### config.mk
export PLATFORM = sky130hd
export DESIGN_NAME = ssts_top
export DESIGN_NICKNAME = d
export VERILOG_FILES = /design/src/ssts_pkg.sv /design/src/ssts_top.sv /design/src/ssts_sync.sv /design/src/ssts_enc_out.sv
export SDC_FILE = /design/constraint.sdc
export NUM_CORES = 1
export LEC_CHECK = 0
export ABC_AREA = 1
export BUFFER_PORTS_ARGS = -buffer_cell sky130_fd_sc_hd__buf_2
export CORE_ASPECT_RATIO = 1.4
export CORE_MARGIN = 4
export CORE_UTILIZATION = 56
export DETAILED_ROUTE_END_ITERATION = 12
export GPL_TIMING_DRIVEN = 0
export PLACE_DENSITY = 0.77
export SYNTH_ARGS = -nofsm -noshare
export SYNTH_HDL_FRONTEND = slang
export SYNTH_SLANG_ARGS = --single-unit
export TNS_END_PERCENT = 50
### constraint.sdc
create_clock -name clk -period 4.8 [get_ports clk]
set_input_delay 0.72 -clock clk [delete_from_list [all_inputs] [get_ports clk]]
set_output_delay 0.72 -clock clk [all_outputs]
set_load 0.02 [all_outputs]
### src/ssts_pkg.sv
// shared constants, register map and carrier types of the servo start/status/torque block
package ssts_pkg;
	// clock and timing
	localparam int unsigned CLK_HZ = 50000000;
	localparam int unsigned INDEX_MIN_US = 400;
	localparam int unsigned INDEX_MIN_CYC = (INDEX_MIN_US * (CLK_HZ / 1000000));
	localparam int unsigned CMD_STEP_NS = 1000;
	localparam int unsigned CMD_STEP_CYC = (CMD_STEP_NS * (CLK_HZ / 1000000)) / 1000;
	localparam int unsigned START_LATENCY_MAX_MS = 3;
	localparam int unsigned COUNTS_PER_REV = 4096;

	// register byte addresses
	localparam logic [7:0] ADDR_CTRL = 8'h00;
	localparam logic [7:0] ADDR_STATUS = 8'h04;
	localparam logic [7:0] ADDR_INPOS_RANGE = 8'h08;
	localparam logic [7:0] ADDR_COARSE_RANGE = 8'h0c;
	localparam logic [7:0] ADDR_FWD_LIMIT = 8'h10;
	localparam logic [7:0] ADDR_REV_LIMIT = 8'h14;
	localparam logic [7:0] ADDR_ALT_LIMIT = 8'h18;
	localparam logic [7:0] ADDR_MOVE_DIST = 8'h1c;
	localparam logic [7:0] ADDR_CMD_POS = 8'h20;
	localparam logic [7:0] ADDR_FB_POS = 8'h24;

	// reset values
	localparam logic [15:0] INPOS_RANGE_RST = 16'h0064;
	localparam logic [15:0] COARSE_RANGE_RST = 16'h0000;
	localparam logic [15:0] LIMIT_RST = 16'h03e8;
	localparam logic [31:0] MOVE_DIST_RST = 32'h0000_0000;

	// bus answers
	localparam logic [1:0] RESP_OKAY = 2'b00;
	localparam logic [1:0] RESP_SLVERR = 2'b10;

	// control register, bits 2..0
	typedef struct packed {
		logic indexerMode;
		logic torqueLimitSelect;
		logic servoOn;
	} ssts_ctrl_type;

	// status register, bits 6..0
	typedef struct packed {
		logic mainPowerOk;
		logic torqueLimiting;
		logic settled;
		logic coarseMatch;
		logic moveDone;
		logic busy;
		logic ready;
	} ssts_status_type;

	localparam int unsigned CTRL_W = $bits(ssts_ctrl_type);
	localparam int unsigned STATUS_W = $bits(ssts_status_type);
endpackage

### src/ssts_top.sv
// servo start acceptance, position status, torque limit selection and encoder outputs
// What this block does
// - encoder B lags A by quarter cycle
// - one index pulse per motor revolution
// - index active low at zero point
// - index pulse at least 400 us wide
// - start ignored before main power established
// - move launches only on start rising edge
// - start to move latency under 3 ms
// - no new start during positioning
// - status flags assert after stop then servo-on
// - move done from command, in-position range, servo-on
// - coarse match from command range, servo-on
// - settled from feedback versus in-position range
// - torque clamped to forward and reverse limits
// - selection picks smaller alternate limit
// - indexer mode enables alternate limit automatically
// - limiting flag when torque reaches limit
// - ready once operable after servo-on
//
// Added by the designer: the AXI4-Lite interface to the registers and the register offsets.
`timescale 1ns/1ns
module ssts_top #(
	parameter int unsigned INDEX_CYC = ssts_pkg::INDEX_MIN_CYC
) (
	// clock and reset
	input wire logic clk,
	input wire logic arst_n,
	// axi4-lite write address
	input wire logic [7:0] s_axi_awaddr,
	input wire logic s_axi_awvalid,
	output logic s_axi_awready,
	// axi4-lite write data
	input wire logic [31:0] s_axi_wdata,
	input wire logic [3:0] s_axi_wstrb,
	input wire logic s_axi_wvalid,
	output logic s_axi_wready,
	// axi4-lite write response
	output logic [1:0] s_axi_bresp,
	output logic s_axi_bvalid,
	input wire logic s_axi_bready,
	// axi4-lite read
	input wire logic [7:0] s_axi_araddr,
	input wire logic s_axi_arvalid,
	output logic s_axi_arready,
	output logic [31:0] s_axi_rdata,
	output logic [1:0] s_axi_rresp,
	output logic s_axi_rvalid,
	input wire logic s_axi_rready,
	// pins from outside the clock domain
	input wire logic startCommandBit,
	input wire logic mainPowerOk,
	input wire logic forcedStopIn,
	input wire logic alarmIn,
	// motor side, same clock
	input wire logic fbStep,
	input wire logic fbDir,
	input wire logic signed [15:0] torqueCmd,
	output logic cmdStepOut,
	output logic cmdDirOut,
	output logic signed [15:0] torqueOut,
	// status outputs
	output logic readyOut,
	output logic moveDoneOut,
	output logic coarseMatchOut,
	output logic settledOut,
	output logic torqueLimitingOut,
	// encoder outputs
	output logic encQuadAOut,
	output logic encQuadAInv,
	output logic encQuadBOut,
	output logic encQuadBInv,
	output logic encIndexOut,
	output logic encIndexInv
);
	localparam logic [15:0] STEP_LAST = 16'(ssts_pkg::CMD_STEP_CYC - 1);

	ssts_pkg::ssts_ctrl_type ctrl_q;
	ssts_pkg::ssts_status_type status;
	logic [15:0] inPosRange_q;
	logic [15:0] coarseRange_q;
	logic [15:0] fwdLimit_q;
	logic [15:0] revLimit_q;
	logic [15:0] altLimit_q;
	logic [31:0] moveDist_q;

	logic [3:0] pinSync;
	logic startSync;
	logic powerSync;
	logic stopSync;
	logic alarmSync;
	logic startPrev_q;
	logic startRise;
	logic startAccept;
	logic stopCond;
	logic ready_q;

	logic signed [31:0] cmdPos_q;
	logic signed [31:0] target_q;
	logic signed [31:0] fbPos_q;
	logic busy_q;
	logic [15:0] stepCnt_q;
	logic [32:0] remain;
	logic [32:0] droop;

	logic altActive;
	logic [15:0] fwdEff;
	logic [15:0] revEff;
	logic [16:0] torqueMag;
	logic [16:0] limitEff;

	logic awHeld_q;
	logic wHeld_q;
	logic [7:0] awAddr_q;
	logic [31:0] wData_q;
	logic [3:0] wStrb_q;
	logic doWrite;
	logic wrHit;
	logic rdHit;
	logic [31:0] rdMux;

	function automatic logic [31:0] mergeStrb(input logic [31:0] old, input logic [31:0] data,
			input logic [3:0] strb);
		logic [31:0] res;
		res = old;
		for (int i = 0; i < 4; i++) begin
			if (strb[i]) begin
				res[i*8 +: 8] = data[i*8 +: 8];
			end
		end
		return res;
	endfunction

	function automatic logic [32:0] absDiff(input logic signed [31:0] a,
			input logic signed [31:0] b);
		logic signed [32:0] d;
		d = 33'(a) - 33'(b);
		return d[32] ? 33'(-d) : 33'(d);
	endfunction

	// pin synchronisers
	// start through two flops
	ssts_sync #(
		.WIDTH(4)
	) u_sync (
		.clk(clk),
		.arst_n(arst_n),
		.d({startCommandBit, mainPowerOk, forcedStopIn, alarmIn}),
		.q(pinSync)
	);

	assign {startSync, powerSync, stopSync, alarmSync} = pinSync;

	always_ff @(posedge clk or negedge arst_n) begin
		if (!arst_n) begin
			startPrev_q <= 1'b0;
		end else begin
			startPrev_q <= startSync;
		end
	end

	assign startRise = startSync & ~startPrev_q;
	assign stopCond = ~ctrl_q.servoOn | alarmSync | stopSync | ~powerSync;
	assign startAccept = startRise & ready_q & powerSync & ~busy_q;

	always_ff @(posedge clk or negedge arst_n) begin
		if (!arst_n) begin
			ready_q <= 1'b0;
		end else begin
			ready_q <= ~stopCond;
		end
	end

	// feedback position counter
	always_ff @(posedge clk or negedge arst_n) begin
		if (!arst_n) begin
			fbPos_q <= '0;
		end else if (fbStep) begin
			fbPos_q <= fbDir ? 32'(fbPos_q - 1) : 32'(fbPos_q + 1);
		end
	end

	// internal position command generator
	// move begins the cycle after acceptance
	always_ff @(posedge clk or negedge arst_n) begin
		if (!arst_n) begin
			cmdPos_q <= '0;
			target_q <= '0;
			busy_q <= 1'b0;
			stepCnt_q <= '0;
			cmdStepOut <= 1'b0;
			cmdDirOut <= 1'b0;
		end else begin
			cmdStepOut <= 1'b0;
			if (stopCond) begin
				// command collapses to feedback so flags rise on resume
				cmdPos_q <= fbPos_q;
				target_q <= fbPos_q;
				busy_q <= 1'b0;
				stepCnt_q <= '0;
			end else if (startAccept) begin
				target_q <= 32'(cmdPos_q + $signed(moveDist_q));
				busy_q <= 1'b1;
				stepCnt_q <= '0;
			end else if (busy_q) begin
				if (cmdPos_q == target_q) begin
					busy_q <= 1'b0;
				end else if (stepCnt_q == STEP_LAST) begin
					stepCnt_q <= '0;
					cmdStepOut <= 1'b1;
					cmdDirOut <= (target_q < cmdPos_q);
					cmdPos_q <= (target_q < cmdPos_q) ? 32'(cmdPos_q - 1) : 32'(cmdPos_q + 1);
				end else begin
					stepCnt_q <= 16'(stepCnt_q + 16'h0001);
				end
			end
		end
	end

	assign remain = absDiff(target_q, cmdPos_q);
	assign droop = absDiff(cmdPos_q, fbPos_q);

	// status flags
	always_ff @(posedge clk or negedge arst_n) begin
		if (!arst_n) begin
			moveDoneOut <= 1'b0;
			coarseMatchOut <= 1'b0;
			settledOut <= 1'b0;
		end else begin
			moveDoneOut <= ctrl_q.servoOn & ~stopCond & ~busy_q & (droop <= 33'(inPosRange_q));
			coarseMatchOut <= ctrl_q.servoOn & ~stopCond & (remain <= 33'(coarseRange_q));
			settledOut <= ctrl_q.servoOn & ~stopCond & (droop <= 33'(inPosRange_q));
		end
	end

	// indexer mode uses alternate limit while holding
	assign altActive = ctrl_q.indexerMode ? ~busy_q : ctrl_q.torqueLimitSelect;
	assign fwdEff = (altActive && altLimit_q < fwdLimit_q) ? altLimit_q : fwdLimit_q;
	assign revEff = (altActive && altLimit_q < revLimit_q) ? altLimit_q : revLimit_q;
	assign torqueMag = torqueCmd[15] ? 17'(-(17'(torqueCmd))) : 17'(torqueCmd);
	assign limitEff = torqueCmd[15] ? 17'(revEff) : 17'(fwdEff);

	always_ff @(posedge clk or negedge arst_n) begin
		if (!arst_n) begin
			torqueOut <= '0;
			torqueLimitingOut <= 1'b0;
		end else if (stopCond) begin
			torqueOut <= '0;
			torqueLimitingOut <= 1'b0;
		end else if (torqueMag >= limitEff) begin
			torqueOut <= torqueCmd[15] ? 16'(-(17'(limitEff))) : 16'(limitEff);
			torqueLimitingOut <= 1'b1;
		end else begin
			torqueOut <= torqueCmd;
			torqueLimitingOut <= 1'b0;
		end
	end

	assign readyOut = ready_q;

	ssts_enc_out #(
		.CPR(ssts_pkg::COUNTS_PER_REV),
		.INDEX_CYC(INDEX_CYC)
	) u_enc (
		.clk(clk),
		.arst_n(arst_n),
		.fbStep(fbStep),
		.fbDir(fbDir),
		.encQuadAOut(encQuadAOut),
		.encQuadAInv(encQuadAInv),
		.encQuadBOut(encQuadBOut),
		.encQuadBInv(encQuadBInv),
		.encIndexOut(encIndexOut),
		.encIndexInv(encIndexInv)
	);

	// axi4-lite write side: address and data caught in either order
	assign s_axi_awready = ~awHeld_q & ~s_axi_bvalid;
	assign s_axi_wready = ~wHeld_q & ~s_axi_bvalid;
	assign doWrite = awHeld_q & wHeld_q & ~s_axi_bvalid;

	always_ff @(posedge clk or negedge arst_n) begin
		if (!arst_n) begin
			awHeld_q <= 1'b0;
			awAddr_q <= '0;
		end else if (s_axi_awvalid && s_axi_awready) begin
			awHeld_q <= 1'b1;
			awAddr_q <= s_axi_awaddr;
		end else if (doWrite) begin
			awHeld_q <= 1'b0;
		end
	end

	always_ff @(posedge clk or negedge arst_n) begin
		if (!arst_n) begin
			wHeld_q <= 1'b0;
			wData_q <= '0;
			wStrb_q <= '0;
		end else if (s_axi_wvalid && s_axi_wready) begin
			wHeld_q <= 1'b1;
			wData_q <= s_axi_wdata;
			wStrb_q <= s_axi_wstrb;
		end else if (doWrite) begin
			wHeld_q <= 1'b0;
		end
	end

	always_comb begin
		unique case (awAddr_q)
			ssts_pkg::ADDR_CTRL, ssts_pkg::ADDR_STATUS, ssts_pkg::ADDR_INPOS_RANGE,
			ssts_pkg::ADDR_COARSE_RANGE, ssts_pkg::ADDR_FWD_LIMIT, ssts_pkg::ADDR_REV_LIMIT,
			ssts_pkg::ADDR_ALT_LIMIT, ssts_pkg::ADDR_MOVE_DIST, ssts_pkg::ADDR_CMD_POS,
			ssts_pkg::ADDR_FB_POS: wrHit = 1'b1;
			default: wrHit = 1'b0;
		endcase
	end

	always_ff @(posedge clk or negedge arst_n) begin
		if (!arst_n) begin
			s_axi_bvalid <= 1'b0;
			s_axi_bresp <= ssts_pkg::RESP_OKAY;
		end else if (doWrite) begin
			s_axi_bvalid <= 1'b1;
			s_axi_bresp <= wrHit ? ssts_pkg::RESP_OKAY : ssts_pkg::RESP_SLVERR;
		end else if (s_axi_bready) begin
			s_axi_bvalid <= 1'b0;
		end
	end

	// writable registers; status and positions ignore writes
	always_ff @(posedge clk or negedge arst_n) begin
		if (!arst_n) begin
			ctrl_q <= '0;
			inPosRange_q <= ssts_pkg::INPOS_RANGE_RST;
			coarseRange_q <= ssts_pkg::COARSE_RANGE_RST;
			fwdLimit_q <= ssts_pkg::LIMIT_RST;
			revLimit_q <= ssts_pkg::LIMIT_RST;
			altLimit_q <= ssts_pkg::LIMIT_RST;
			moveDist_q <= ssts_pkg::MOVE_DIST_RST;
		end else if (doWrite) begin
			unique case (awAddr_q)
				ssts_pkg::ADDR_CTRL: begin
					ctrl_q <= ssts_pkg::CTRL_W'(mergeStrb(32'(ctrl_q), wData_q, wStrb_q));
				end
				ssts_pkg::ADDR_INPOS_RANGE: begin
					inPosRange_q <= 16'(mergeStrb(32'(inPosRange_q), wData_q, wStrb_q));
				end
				ssts_pkg::ADDR_COARSE_RANGE: begin
					coarseRange_q <= 16'(mergeStrb(32'(coarseRange_q), wData_q, wStrb_q));
				end
				ssts_pkg::ADDR_FWD_LIMIT: begin
					fwdLimit_q <= 16'(mergeStrb(32'(fwdLimit_q), wData_q, wStrb_q));
				end
				ssts_pkg::ADDR_REV_LIMIT: begin
					revLimit_q <= 16'(mergeStrb(32'(revLimit_q), wData_q, wStrb_q));
				end
				ssts_pkg::ADDR_ALT_LIMIT: begin
					altLimit_q <= 16'(mergeStrb(32'(altLimit_q), wData_q, wStrb_q));
				end
				ssts_pkg::ADDR_MOVE_DIST: begin
					moveDist_q <= mergeStrb(moveDist_q, wData_q, wStrb_q);
				end
				default: begin
				end
			endcase
		end
	end

	// axi4-lite read side
	assign s_axi_arready = ~s_axi_rvalid;

	always_comb begin
		status.mainPowerOk = powerSync;
		status.torqueLimiting = torqueLimitingOut;
		status.settled = settledOut;
		status.coarseMatch = coarseMatchOut;
		status.moveDone = moveDoneOut;
		status.busy = busy_q;
		status.ready = ready_q;
		rdHit = 1'b1;
		unique case (s_axi_araddr)
			ssts_pkg::ADDR_CTRL: rdMux = 32'(ctrl_q);
			ssts_pkg::ADDR_STATUS: rdMux = 32'(status);
			ssts_pkg::ADDR_INPOS_RANGE: rdMux = 32'(inPosRange_q);
			ssts_pkg::ADDR_COARSE_RANGE: rdMux = 32'(coarseRange_q);
			ssts_pkg::ADDR_FWD_LIMIT: rdMux = 32'(fwdLimit_q);
			ssts_pkg::ADDR_REV_LIMIT: rdMux = 32'(revLimit_q);
			ssts_pkg::ADDR_ALT_LIMIT: rdMux = 32'(altLimit_q);
			ssts_pkg::ADDR_MOVE_DIST: rdMux = moveDist_q;
			ssts_pkg::ADDR_CMD_POS: rdMux = cmdPos_q;
			ssts_pkg::ADDR_FB_POS: rdMux = fbPos_q;
			default: begin
				rdMux = '0;
				rdHit = 1'b0;
			end
		endcase
	end

	always_ff @(posedge clk or negedge arst_n) begin
		if (!arst_n) begin
			s_axi_rvalid <= 1'b0;
			s_axi_rdata <= '0;
			s_axi_rresp <= ssts_pkg::RESP_OKAY;
		end else if (s_axi_arvalid && s_axi_arready) begin
			s_axi_rvalid <= 1'b1;
			s_axi_rdata <= rdMux;
			s_axi_rresp <= rdHit ? ssts_pkg::RESP_OKAY : ssts_pkg::RESP_SLVERR;
		end else if (s_axi_rready) begin
			s_axi_rvalid <= 1'b0;
		end
	end
endmodule

### src/ssts_sync.sv
// two-flip-flop synchroniser for a group of level inputs
`timescale 1ns/1ns
module ssts_sync #(
	parameter int unsigned WIDTH = 1
) (
	// clock and reset
	input wire logic clk,
	input wire logic arst_n,
	// levels
	input wire logic [WIDTH-1:0] d,
	output logic [WIDTH-1:0] q
);
	logic [WIDTH-1:0] meta_q;

	always_ff @(posedge clk or negedge arst_n) begin
		if (!arst_n) begin
			meta_q <= '0;
			q <= '0;
		end else begin
			meta_q <= d;
			q <= meta_q;
		end
	end
endmodule

### src/ssts_enc_out.sv
// encoder pulse outputs: quadrature pair and stretched index pulse
`timescale 1ns/1ns
module ssts_enc_out #(
	parameter int unsigned CPR = 4096,
	parameter int unsigned INDEX_CYC = 20000
) (
	// clock and reset
	input wire logic clk,
	input wire logic arst_n,
	// feedback pulses
	input wire logic fbStep,
	input wire logic fbDir,
	// encoder outputs
	output logic encQuadAOut,
	output logic encQuadAInv,
	output logic encQuadBOut,
	output logic encQuadBInv,
	output logic encIndexOut,
	output logic encIndexInv
);
	localparam int unsigned RW = $clog2(CPR);
	localparam int unsigned CW = $clog2(INDEX_CYC + 1);
	localparam logic [RW-1:0] REV_LAST = RW'(CPR - 1);
	localparam logic [CW-1:0] IDX_LOAD = CW'(INDEX_CYC);

	logic [1:0] phase_d;
	logic [RW-1:0] revPos_q;
	logic [RW-1:0] revPos_d;
	logic [CW-1:0] idxCnt_q;

	always_comb begin
		phase_d = fbDir ? 2'(revPos_q[1:0] - 2'h1) : 2'(revPos_q[1:0] + 2'h1);
		if (fbDir) begin
			revPos_d = (revPos_q == '0) ? REV_LAST : RW'(revPos_q - 1'b1);
		end else begin
			revPos_d = (revPos_q == REV_LAST) ? '0 : RW'(revPos_q + 1'b1);
		end
	end

	always_ff @(posedge clk or negedge arst_n) begin
		if (!arst_n) begin
			revPos_q <= '0;
		end else if (fbStep) begin
			revPos_q <= revPos_d;
		end
	end

	// b lags a by a quarter
	always_ff @(posedge clk or negedge arst_n) begin
		if (!arst_n) begin
			encQuadAOut <= 1'b0;
			encQuadBOut <= 1'b1;
		end else if (fbStep) begin
			encQuadAOut <= phase_d[1];
			encQuadBOut <= ~(phase_d[1] ^ phase_d[0]);
		end
	end

	// index held at least 400 us
	always_ff @(posedge clk or negedge arst_n) begin
		if (!arst_n) begin
			idxCnt_q <= '0;
		end else if (fbStep && revPos_d == '0) begin
			idxCnt_q <= IDX_LOAD;
		end else if (idxCnt_q != '0) begin
			idxCnt_q <= CW'(idxCnt_q - 1'b1);
		end
	end

	always_ff @(posedge clk or negedge arst_n) begin
		if (!arst_n) begin
			encIndexOut <= 1'b1;
		end else begin
			encIndexOut <= ~(idxCnt_q != '0);
		end
	end

	assign encQuadAInv = ~encQuadAOut;
	assign encQuadBInv = ~encQuadBOut;
	assign encIndexInv = ~encIndexOut;
endmodule

==> results of run 1 <==
## critical path: cells and delay by family, from the launching register on
kind / cells / cell delay (ns)
xor gates and xnor gates: 1 / 0.26
DFF: 1 / 0.46
and+or+nand+nor: 20 / 2.09
adders and majority gates: 4 / 1.20
AOI/OAI and AO/OA: 2 / 0.46
buffers and inverters: 1 / 0.05
## cell families after synthesis
family	Yosys count
AOI/OAI and AO/OA	934
xor gates and xnor gates	121
adders and majority gates	247
buffers and inverters	767
DFF	372
muxes	8
other	1
and+or+nand+nor	2182
## final cells by class
| cell class | instances | share of cell area [%] |
|---|---|---|
| timing repair buffer | 193 | 3.31 |
| buffer | 97 | 1.26 |
| antenna | 3 | 0.0214 |
| inverter | 668 | 7.19 |
| sequential | 372 | 26.7 |
| clock buffer | 54 | 3.23 |
| multi-input combinational | 3495 | 55.0 |
| tap | 721 | 2.57 |
| clock inverter | 20 | 0.680 |
## timing repair
action / in CTS / in global routing
pin swaps: 5 / 15
gates cloned: 1 / 0
setup endpoints to repair: 45 / 30
resized for setup: 63 / 132
setup buffers: 8 / 35
## layout by cell type (no fill, tap or decap), types with 16 or more instances in the layout
master     instances
nor4_1            17
clkbuf_1          78
a21o_1            17
xor2_1            81
buf_2            155
nor2_1           394
a31oi_1           32
inv_1            641
a21oi_2           19
o21ai_1           20
clkbuf_16         40
ha_2              17
ha_1             212
o22ai_1           55
nand3b_1          26
dfstp_2           23
dfrtp_2           37
nor2_2            27
nand2_2           42
nand2_1         1294
a221oi_1          25
dfrtp_1          312
nand3_1          228
xnor2_1           34
nand4_1           55
o211ai_1          27
a21oi_1          295
inv_2             16
o221ai_1          16
buf_4             46
nor3_1            39
o21ai_0          344
## per-layer routing
layer | part of all wire (%) | wire length (µm) | vias up | GRT usage [%]
met5 | 0.011 | 13 | - | 0
met4 | 12 | 13500 | 2 | 34.2
met3 | 7.4 | 8640 | 562 | 8.94
met2 | 46 | 53500 | 1374 | 63.1
met1 | 35 | 40800 | 15100 | 40.6
li1 | - | - | 15700 | -
## metrics by stage
| stage | area, µm² | TNS [ns] | worst slack [ns] |
|---|---|---|---|
| after floorplan | 31000 | 0 | 0.335 |
| after global placement | 32600 | -1562.85 | -4.38 |
| after detailed placement | 32700 | -23.84 | -1.20 |
| after CTS | 34300 | 0 | 0.0140 |
| after global routing | 35100 | -0.398 | -0.133 |
| final | 35100 | 0 | 0.164 |
## path summary, 6_finish.rpt
path / to / slack, ns / cells after the start
max: coarseMatchOut$_DFF_PN0_ / 0.16 / 28
min: awAddr_q[0]$_DFFE_PN0P_ / 0.17 / 1
max reg2reg: coarseMatchOut$_DFF_PN0_ / 0.16 / 28
min reg2reg: u_sync.q[3]$_DFF_PN0_ / 0.34 / 0
max in group asynchronous: fbPos_q[9]$_DFFE_PN0P_ / 3.21 / 3
min in group clk: u_sync.meta_q[2]$_DFF_PN0_ / 0.23 / 1
## flip-flops by register name, summed over array words and instances (netlist names), 12 cells and up
name            cells
cmdPos_q           32
fbPos_q            32
moveDist_q         32
s_axi_rdata        32
target_q           32
wData_q            32
altLimit_q         16
coarseRange_q      16
fwdLimit_q         16
inPosRange_q       16
revLimit_q         16
stepCnt_q          16
torqueOut          16
u_enc.idxCnt_q     15
u_enc.revPos_q     12
==> key figures, run 1 <==
Logic synthesis
  • Synth Area in Simple Gates: between 20% and 30%
  • Sequential share of the synthesized area: 30.1%
  • Cells after Synth: between 4000 and 5000
  • Synth top cells by count: nand2_1, inv_1, nor2_1
  • Xor/xnor share of the synthesized area: 3.44%
  • Number of synthesized flops with an enable pin: 0
  • Post-synth ARST share: 100%
  • Mux share of post-synthesis cell area: less than 1%
  • #FFs+latches synth: around 370
  • Prevailing post-synth register cell: dfrtp_1
  • Syn avg cell area: 6.69 µm²
  • Synth area leaders: dfrtp_1, nand2_1, ha_1, inv_1, o21ai_0
  • Synth top area share: between 20 and 30%
  • Largest area contributor in the netlist: dfrtp_1
  • Most frequent cell after synthesis: nand2_1
  • Main combinational cell family by area after synthesis: simple AND/OR/NAND/NOR gates
  • Post-Syn Area: 31000 µm²
  • Synth Area in Compound Gates: 17.1%
  • Yosys cell types: 63
  • Post-synthesis adder-cell area fraction: 10.1%
  • Yosys warning total: 0

Clocking
  • CTS hold repair buffers: 0
  • Max H-tree Level: 2
  • Worst-Skew Late Latency: 0.60 ns
  • Clock tree buffer depth: 3
  • CTS tree: yes
  • Clock root cell: clkbuf_16
  • Inserted Clock Buffers: 40
  • Clk pin slew, worst setup/hold paths: about 0.06 ns
  • CTS Sinks: 372

Timing
  • Clock Skews: 0.0269 ns
  • Share of the clock period used by the worst path: 96.6%
  • Endpoints failing setup: 0
  • Fmax: 216 MHz
  • Slew headroom: 12.3%
  • Min Tclk post-route: 4.64 ns
  • Slew at the pin with the worst max-slew slack: 1.32 ns
  • Max-slew violation count: 0
  • Hold_ws: roughly 0.17 ns
  • Final Hold Violating Endpoints: 0
  • Unrepaired setup endpoints after global routing: yes

Drt
  • Number of remaining DRC errors: 0
  • Vias: between 30000 and 40000
  • Final WL: 116000 µm
  • Avg WL per Cell: around 21 µm
  • Drt initial violations: 2623
  • Post-DRT Antenna Nets: 0
  • 1st-pass router iterations: 6
  • Vias per std cell: 5.83

Flow run
  • Max-cap viol count: 0

Floorplanning
  • Core Region: about 54000 µm²
  • Rows: 101
  • Die H: 286 µm
  • Die X-Extent: between 200 and 250 µm
  • Die ar.: 59200 µm²
  • Initial core utilization: between 50% and 60%
  • # IOs: 151

Global routing
  • Largest net degree at the start of global routing: 109
  • Vias in the first global route: 31200
  • GRT Overall Usage: 38.4%
  • Total global routing overflow: 0
  • Initial antenna violation count: 4
  • First-pass GRT wire length: 175000 µm

Setup path
  • Crit path top cell by count: nand2_1
  • CP arrival: about 5.2 ns
  • Critical Path End Type: register
  • Crit path max fanout: 4
  • Critical R2R Launch: cmdPos_q[0]$_DFFE_PN0P_
  • Setup crit start: cmdPos_q[0]$_DFFE_PN0P_
  • CP peak stage delay: 0.61 ns
  • Crit path required time: 5.32 ns
  • Worst setup SP type: register
  • Crit Path Class: register to register
  • Slowest-stage cell, CP: fa_2

Run status
  • Status: completed

Final layout
  • Synthesis-to-layout area growth: 13.3%
  • Final cell count without fillers: 5623
  • Share of cells above drive strength 1: 11.3%
  • Nets: between 5000 and 6000
  • Finished Core Util: 64.5%
  • Storage cell area: 9380 µm²
  • Area of the multi-input gates: 19300 µm²
  • Fill cells: 5165

Placed design
  • Final HPWL DP: 92000 µm
  • Post-Place Cells: 5504
  • Final GP Congestion: 1.04
  • IO buf count: 147

Worst hold path
  • Worst hold-check path type: input pin to async pin
Power of run 1 is left out: the tool's default activity adds up to more than one toggle a clock period on the data nets, which glitch-free logic cannot reach.
==> run 2, diff against run 1 <==
--- a/config.mk
+++ b/config.mk
@@ -9,10 +9,9 @@
 export BUFFER_PORTS_ARGS = -buffer_cell sky130_fd_sc_hd__buf_2
 export CORE_ASPECT_RATIO = 1.4
 export CORE_MARGIN = 4
-export CORE_UTILIZATION = 56
+export CORE_UTILIZATION = 41
 export DETAILED_ROUTE_END_ITERATION = 12
 export GPL_TIMING_DRIVEN = 0
-export PLACE_DENSITY = 0.77
 export SYNTH_ARGS = -nofsm -noshare
 export SYNTH_HDL_FRONTEND = slang
 export SYNTH_SLANG_ARGS = --single-unit
==> constraint.sdc (replaced) <==
create_clock -name clk -period 4.2 [get_ports clk]
set_input_delay 0.63 -clock clk [delete_from_list [all_inputs] [get_ports clk]]
set_output_delay 0.63 -clock clk [all_outputs]
set_load 0.02 [all_outputs]
==> run 2 against run 1 <==
Net effect:
- non-clock buffer count grew 74
- the run now ends with negative setup slack left
- utilization fell by 15 points
- sequential share of layout area down 1.5 points
- clock skew rose by 0.0075 ns
- largest cell class unchanged
- hold slack worse by 0.16 ns
- fmax increased by 3.4%
- global-route usage fell by 8.2 points
- cell area grew 5.9%
- first-iteration DRC count shrank 18%
- cell count is 5.8% higher
- worst setup slack got worse by 0.45 ns
==> key figures, run 2 (synthesis gave the netlist of run 1 again) <==
Floorplanning
  • Die X-Extent: 240 µm
  • Core Region: 75000 µm²
  • Die ar.: approximately 80000 µm²
  • Die H: 333 µm
  • Rows: about 120
  • Initial core utilization: 41.3%
  • # IOs: around 150

Final layout
  • Finished layout cell area: 37200 µm²
  • Share of cells above drive strength 1: 16.5%
  • Nets: between 5000 and 6000
  • Most common cell after layout, fill and taps aside: nand2_1
  • Fill cells: 7770
  • Synthesis-to-layout area growth: 20.0%
  • Most frequent cells in the layout: nand2_1, inv_1, nor2_1

Timing
  • Slew headroom: 3.66%
  • Max-slew violation count: 0
  • Final Hold Violating Endpoints: 0
  • Fmax: 223 MHz
  • Unrepaired setup endpoints after global routing: yes
  • Endpoints failing setup: 5
  • Min Tclk post-route: 4.48 ns
  • Setup ws final: -0.284 ns
  • Share of the clock period used by the worst path: 107%
  • Slew at the pin with the worst max-slew slack: approximately 1.4 ns
  • Clock Skews: 0.0345 ns
  • Hold_ws: 0.00871 ns

Drt
  • Final WL: 125000 µm
  • Number of remaining DRC errors: 0
  • Vias per std cell: 5.48
  • Avg WL per Cell: 20.9 µm
  • Vias: around 33000
  • Drt initial violations: between 2000 and 2500
  • Post-DRT Antenna Nets: 0
  • 1st-pass router iterations: 7

Placed design
  • Final HPWL DP: 98800 µm
  • Placed cell area: ~33000 µm²
  • Final GP Congestion: 1.01
  • IO buf count: 147

Clocking
  • Worst-Skew Late Latency: slightly above 0.6 ns
  • Inserted Clock Buffers: between 40 and 50
  • CTS Sinks: 372
  • CTS hold repair buffers: 0
  • Clock tree buffer depth: 3
  • CTS tree: yes
  • Clk pin slew, worst setup/hold paths: 0.07 ns
  • Clock root cell: clkbuf_16
  • Max H-tree Level: 2

Global routing
  • First-pass GRT wire length: 187000 µm
  • GRT Overall Usage: a little over 30%
  • Largest net degree at the start of global routing: about 110
  • Initial antenna violation count: 2
  • Total global routing overflow: 0
  • Vias in the first global route: about 32000

Setup path
  • Crit path max-delay family: simple AND/OR/NAND/NOR gates
  • Reg-to-reg endpoint: coarseMatchOut$_DFF_PN0_
  • Crit path top cell by count: nand2_1
  • Worst setup SP type: register
  • Worst r2r path cells: 32
  • Crit Path Class: register to register
  • Critical R2R Launch: cmdPos_q[5]$_DFFE_PN0P_
  • CP peak stage delay: 0.44 ns
  • Critical path depth: 32
  • Critical Path End Type: register
  • R2r setup slk: -0.28 ns
  • WP buf/inv: 4
  • Crit path required time: 4.73 ns
  • Crit path max fanout: 6
  • Critical path endpoint: coarseMatchOut$_DFF_PN0_
  • CP arrival: 5.02 ns
  • Slowest-stage cell, CP: dfrtp_2
  • Setup crit start: cmdPos_q[5]$_DFFE_PN0P_

Run status
  • Status: complete, but fails checks
  • Failing checks: negative setup slack

Worst hold path
  • Worst hold-check path type: input pin to async pin

Flow run
  • Max-cap viol count: 0
==> run 2: changes by cell type in the layout (fill, tap and decap cells not counted), sizes merged <==
cell	before	now
diode	3	1
clkinv	15	18
buf	215	286
clkbuf	129	139
clkinvlp	10	7
==> run 2: layout make-up <==
type                            instances  area, µm²  share of cell area [%]
Multi-Input combinational cell       3495      20200                    54.3
Sequential cell                       372       9380                    25.2
Inverter                              668       2540                    6.84
Timing Repair Buffer                  266       1830                    4.93
Tap cell                              968       1210                    3.26
Clock buffer                           61       1270                    3.43
Antenna cell                            1       2.50                 0.00673
Clock inverter                         20        229                   0.616
Buffer                                 98        502                    1.35
==> run 2: worst reg2reg max path, delay by kind of cell, from the launching register on <==
kind            cells  cell delay (ns)
compound gates      4             0.68
xor+xnor            1             0.23
fa+ha+maj           2             0.60
buf+inv             4             0.57
flops               1             0.44
simple gates       21             1.91
==> run 2: per-stage QoR <==
step                cells  util, %  setup slack, ns  TNS (ns)
floorplan            4633        -          -0.0353   -0.0706
CTS                  5887     47.6           -0.362     -1.05
detailed placement   5751     44.0            -1.79    -45.70
global route         5948     49.6           -0.616     -6.42
finish               5949     49.6           -0.284    -0.810
global placement     5748     43.9            -5.30  -1936.53
==> run 2: worst min-delay path by stage <==
stage	startpoint	end	slack [ns]	cells past startpoint
detailed placement	u_sync.meta_q[1]$_DFF_PN0_	u_sync.q[1]$_DFF_PN0_	0.34	0
CTS	arst_n	awAddr_q[7]$_DFFE_PN0P_	0.02	1
global placement	u_sync.meta_q[3]$_DFF_PN0_	u_sync.q[3]$_DFF_PN0_	0.33	0
global route	arst_n	awAddr_q[1]$_DFFE_PN0P_	0.04	1
finish	arst_n	awAddr_q[1]$_DFFE_PN0P_	0.009	1
floorplan	arst_n	altLimit_q[0]$_DFFE_PN0P_	0.33	0
==> run 2: repair_timing <==
item / in CTS / in global routing
buffers inserted: 54 / 60
pin swaps: 28 / 83
gates resized for setup: 222 / 229
setup endpoints to repair: 47 / 37
gates cloned: 1 / 2
==> run 2: per-layer routing <==
metal	up-vias	routed length, µm	track usage (%)
li1	15900	-	-
met1	15300	45200	32.3
met5	-	16	0
met3	427	6230	3.93
met4	2	11700	22.6
met2	1033	61500	53.8
Power of run 2 is left out for the same reason.
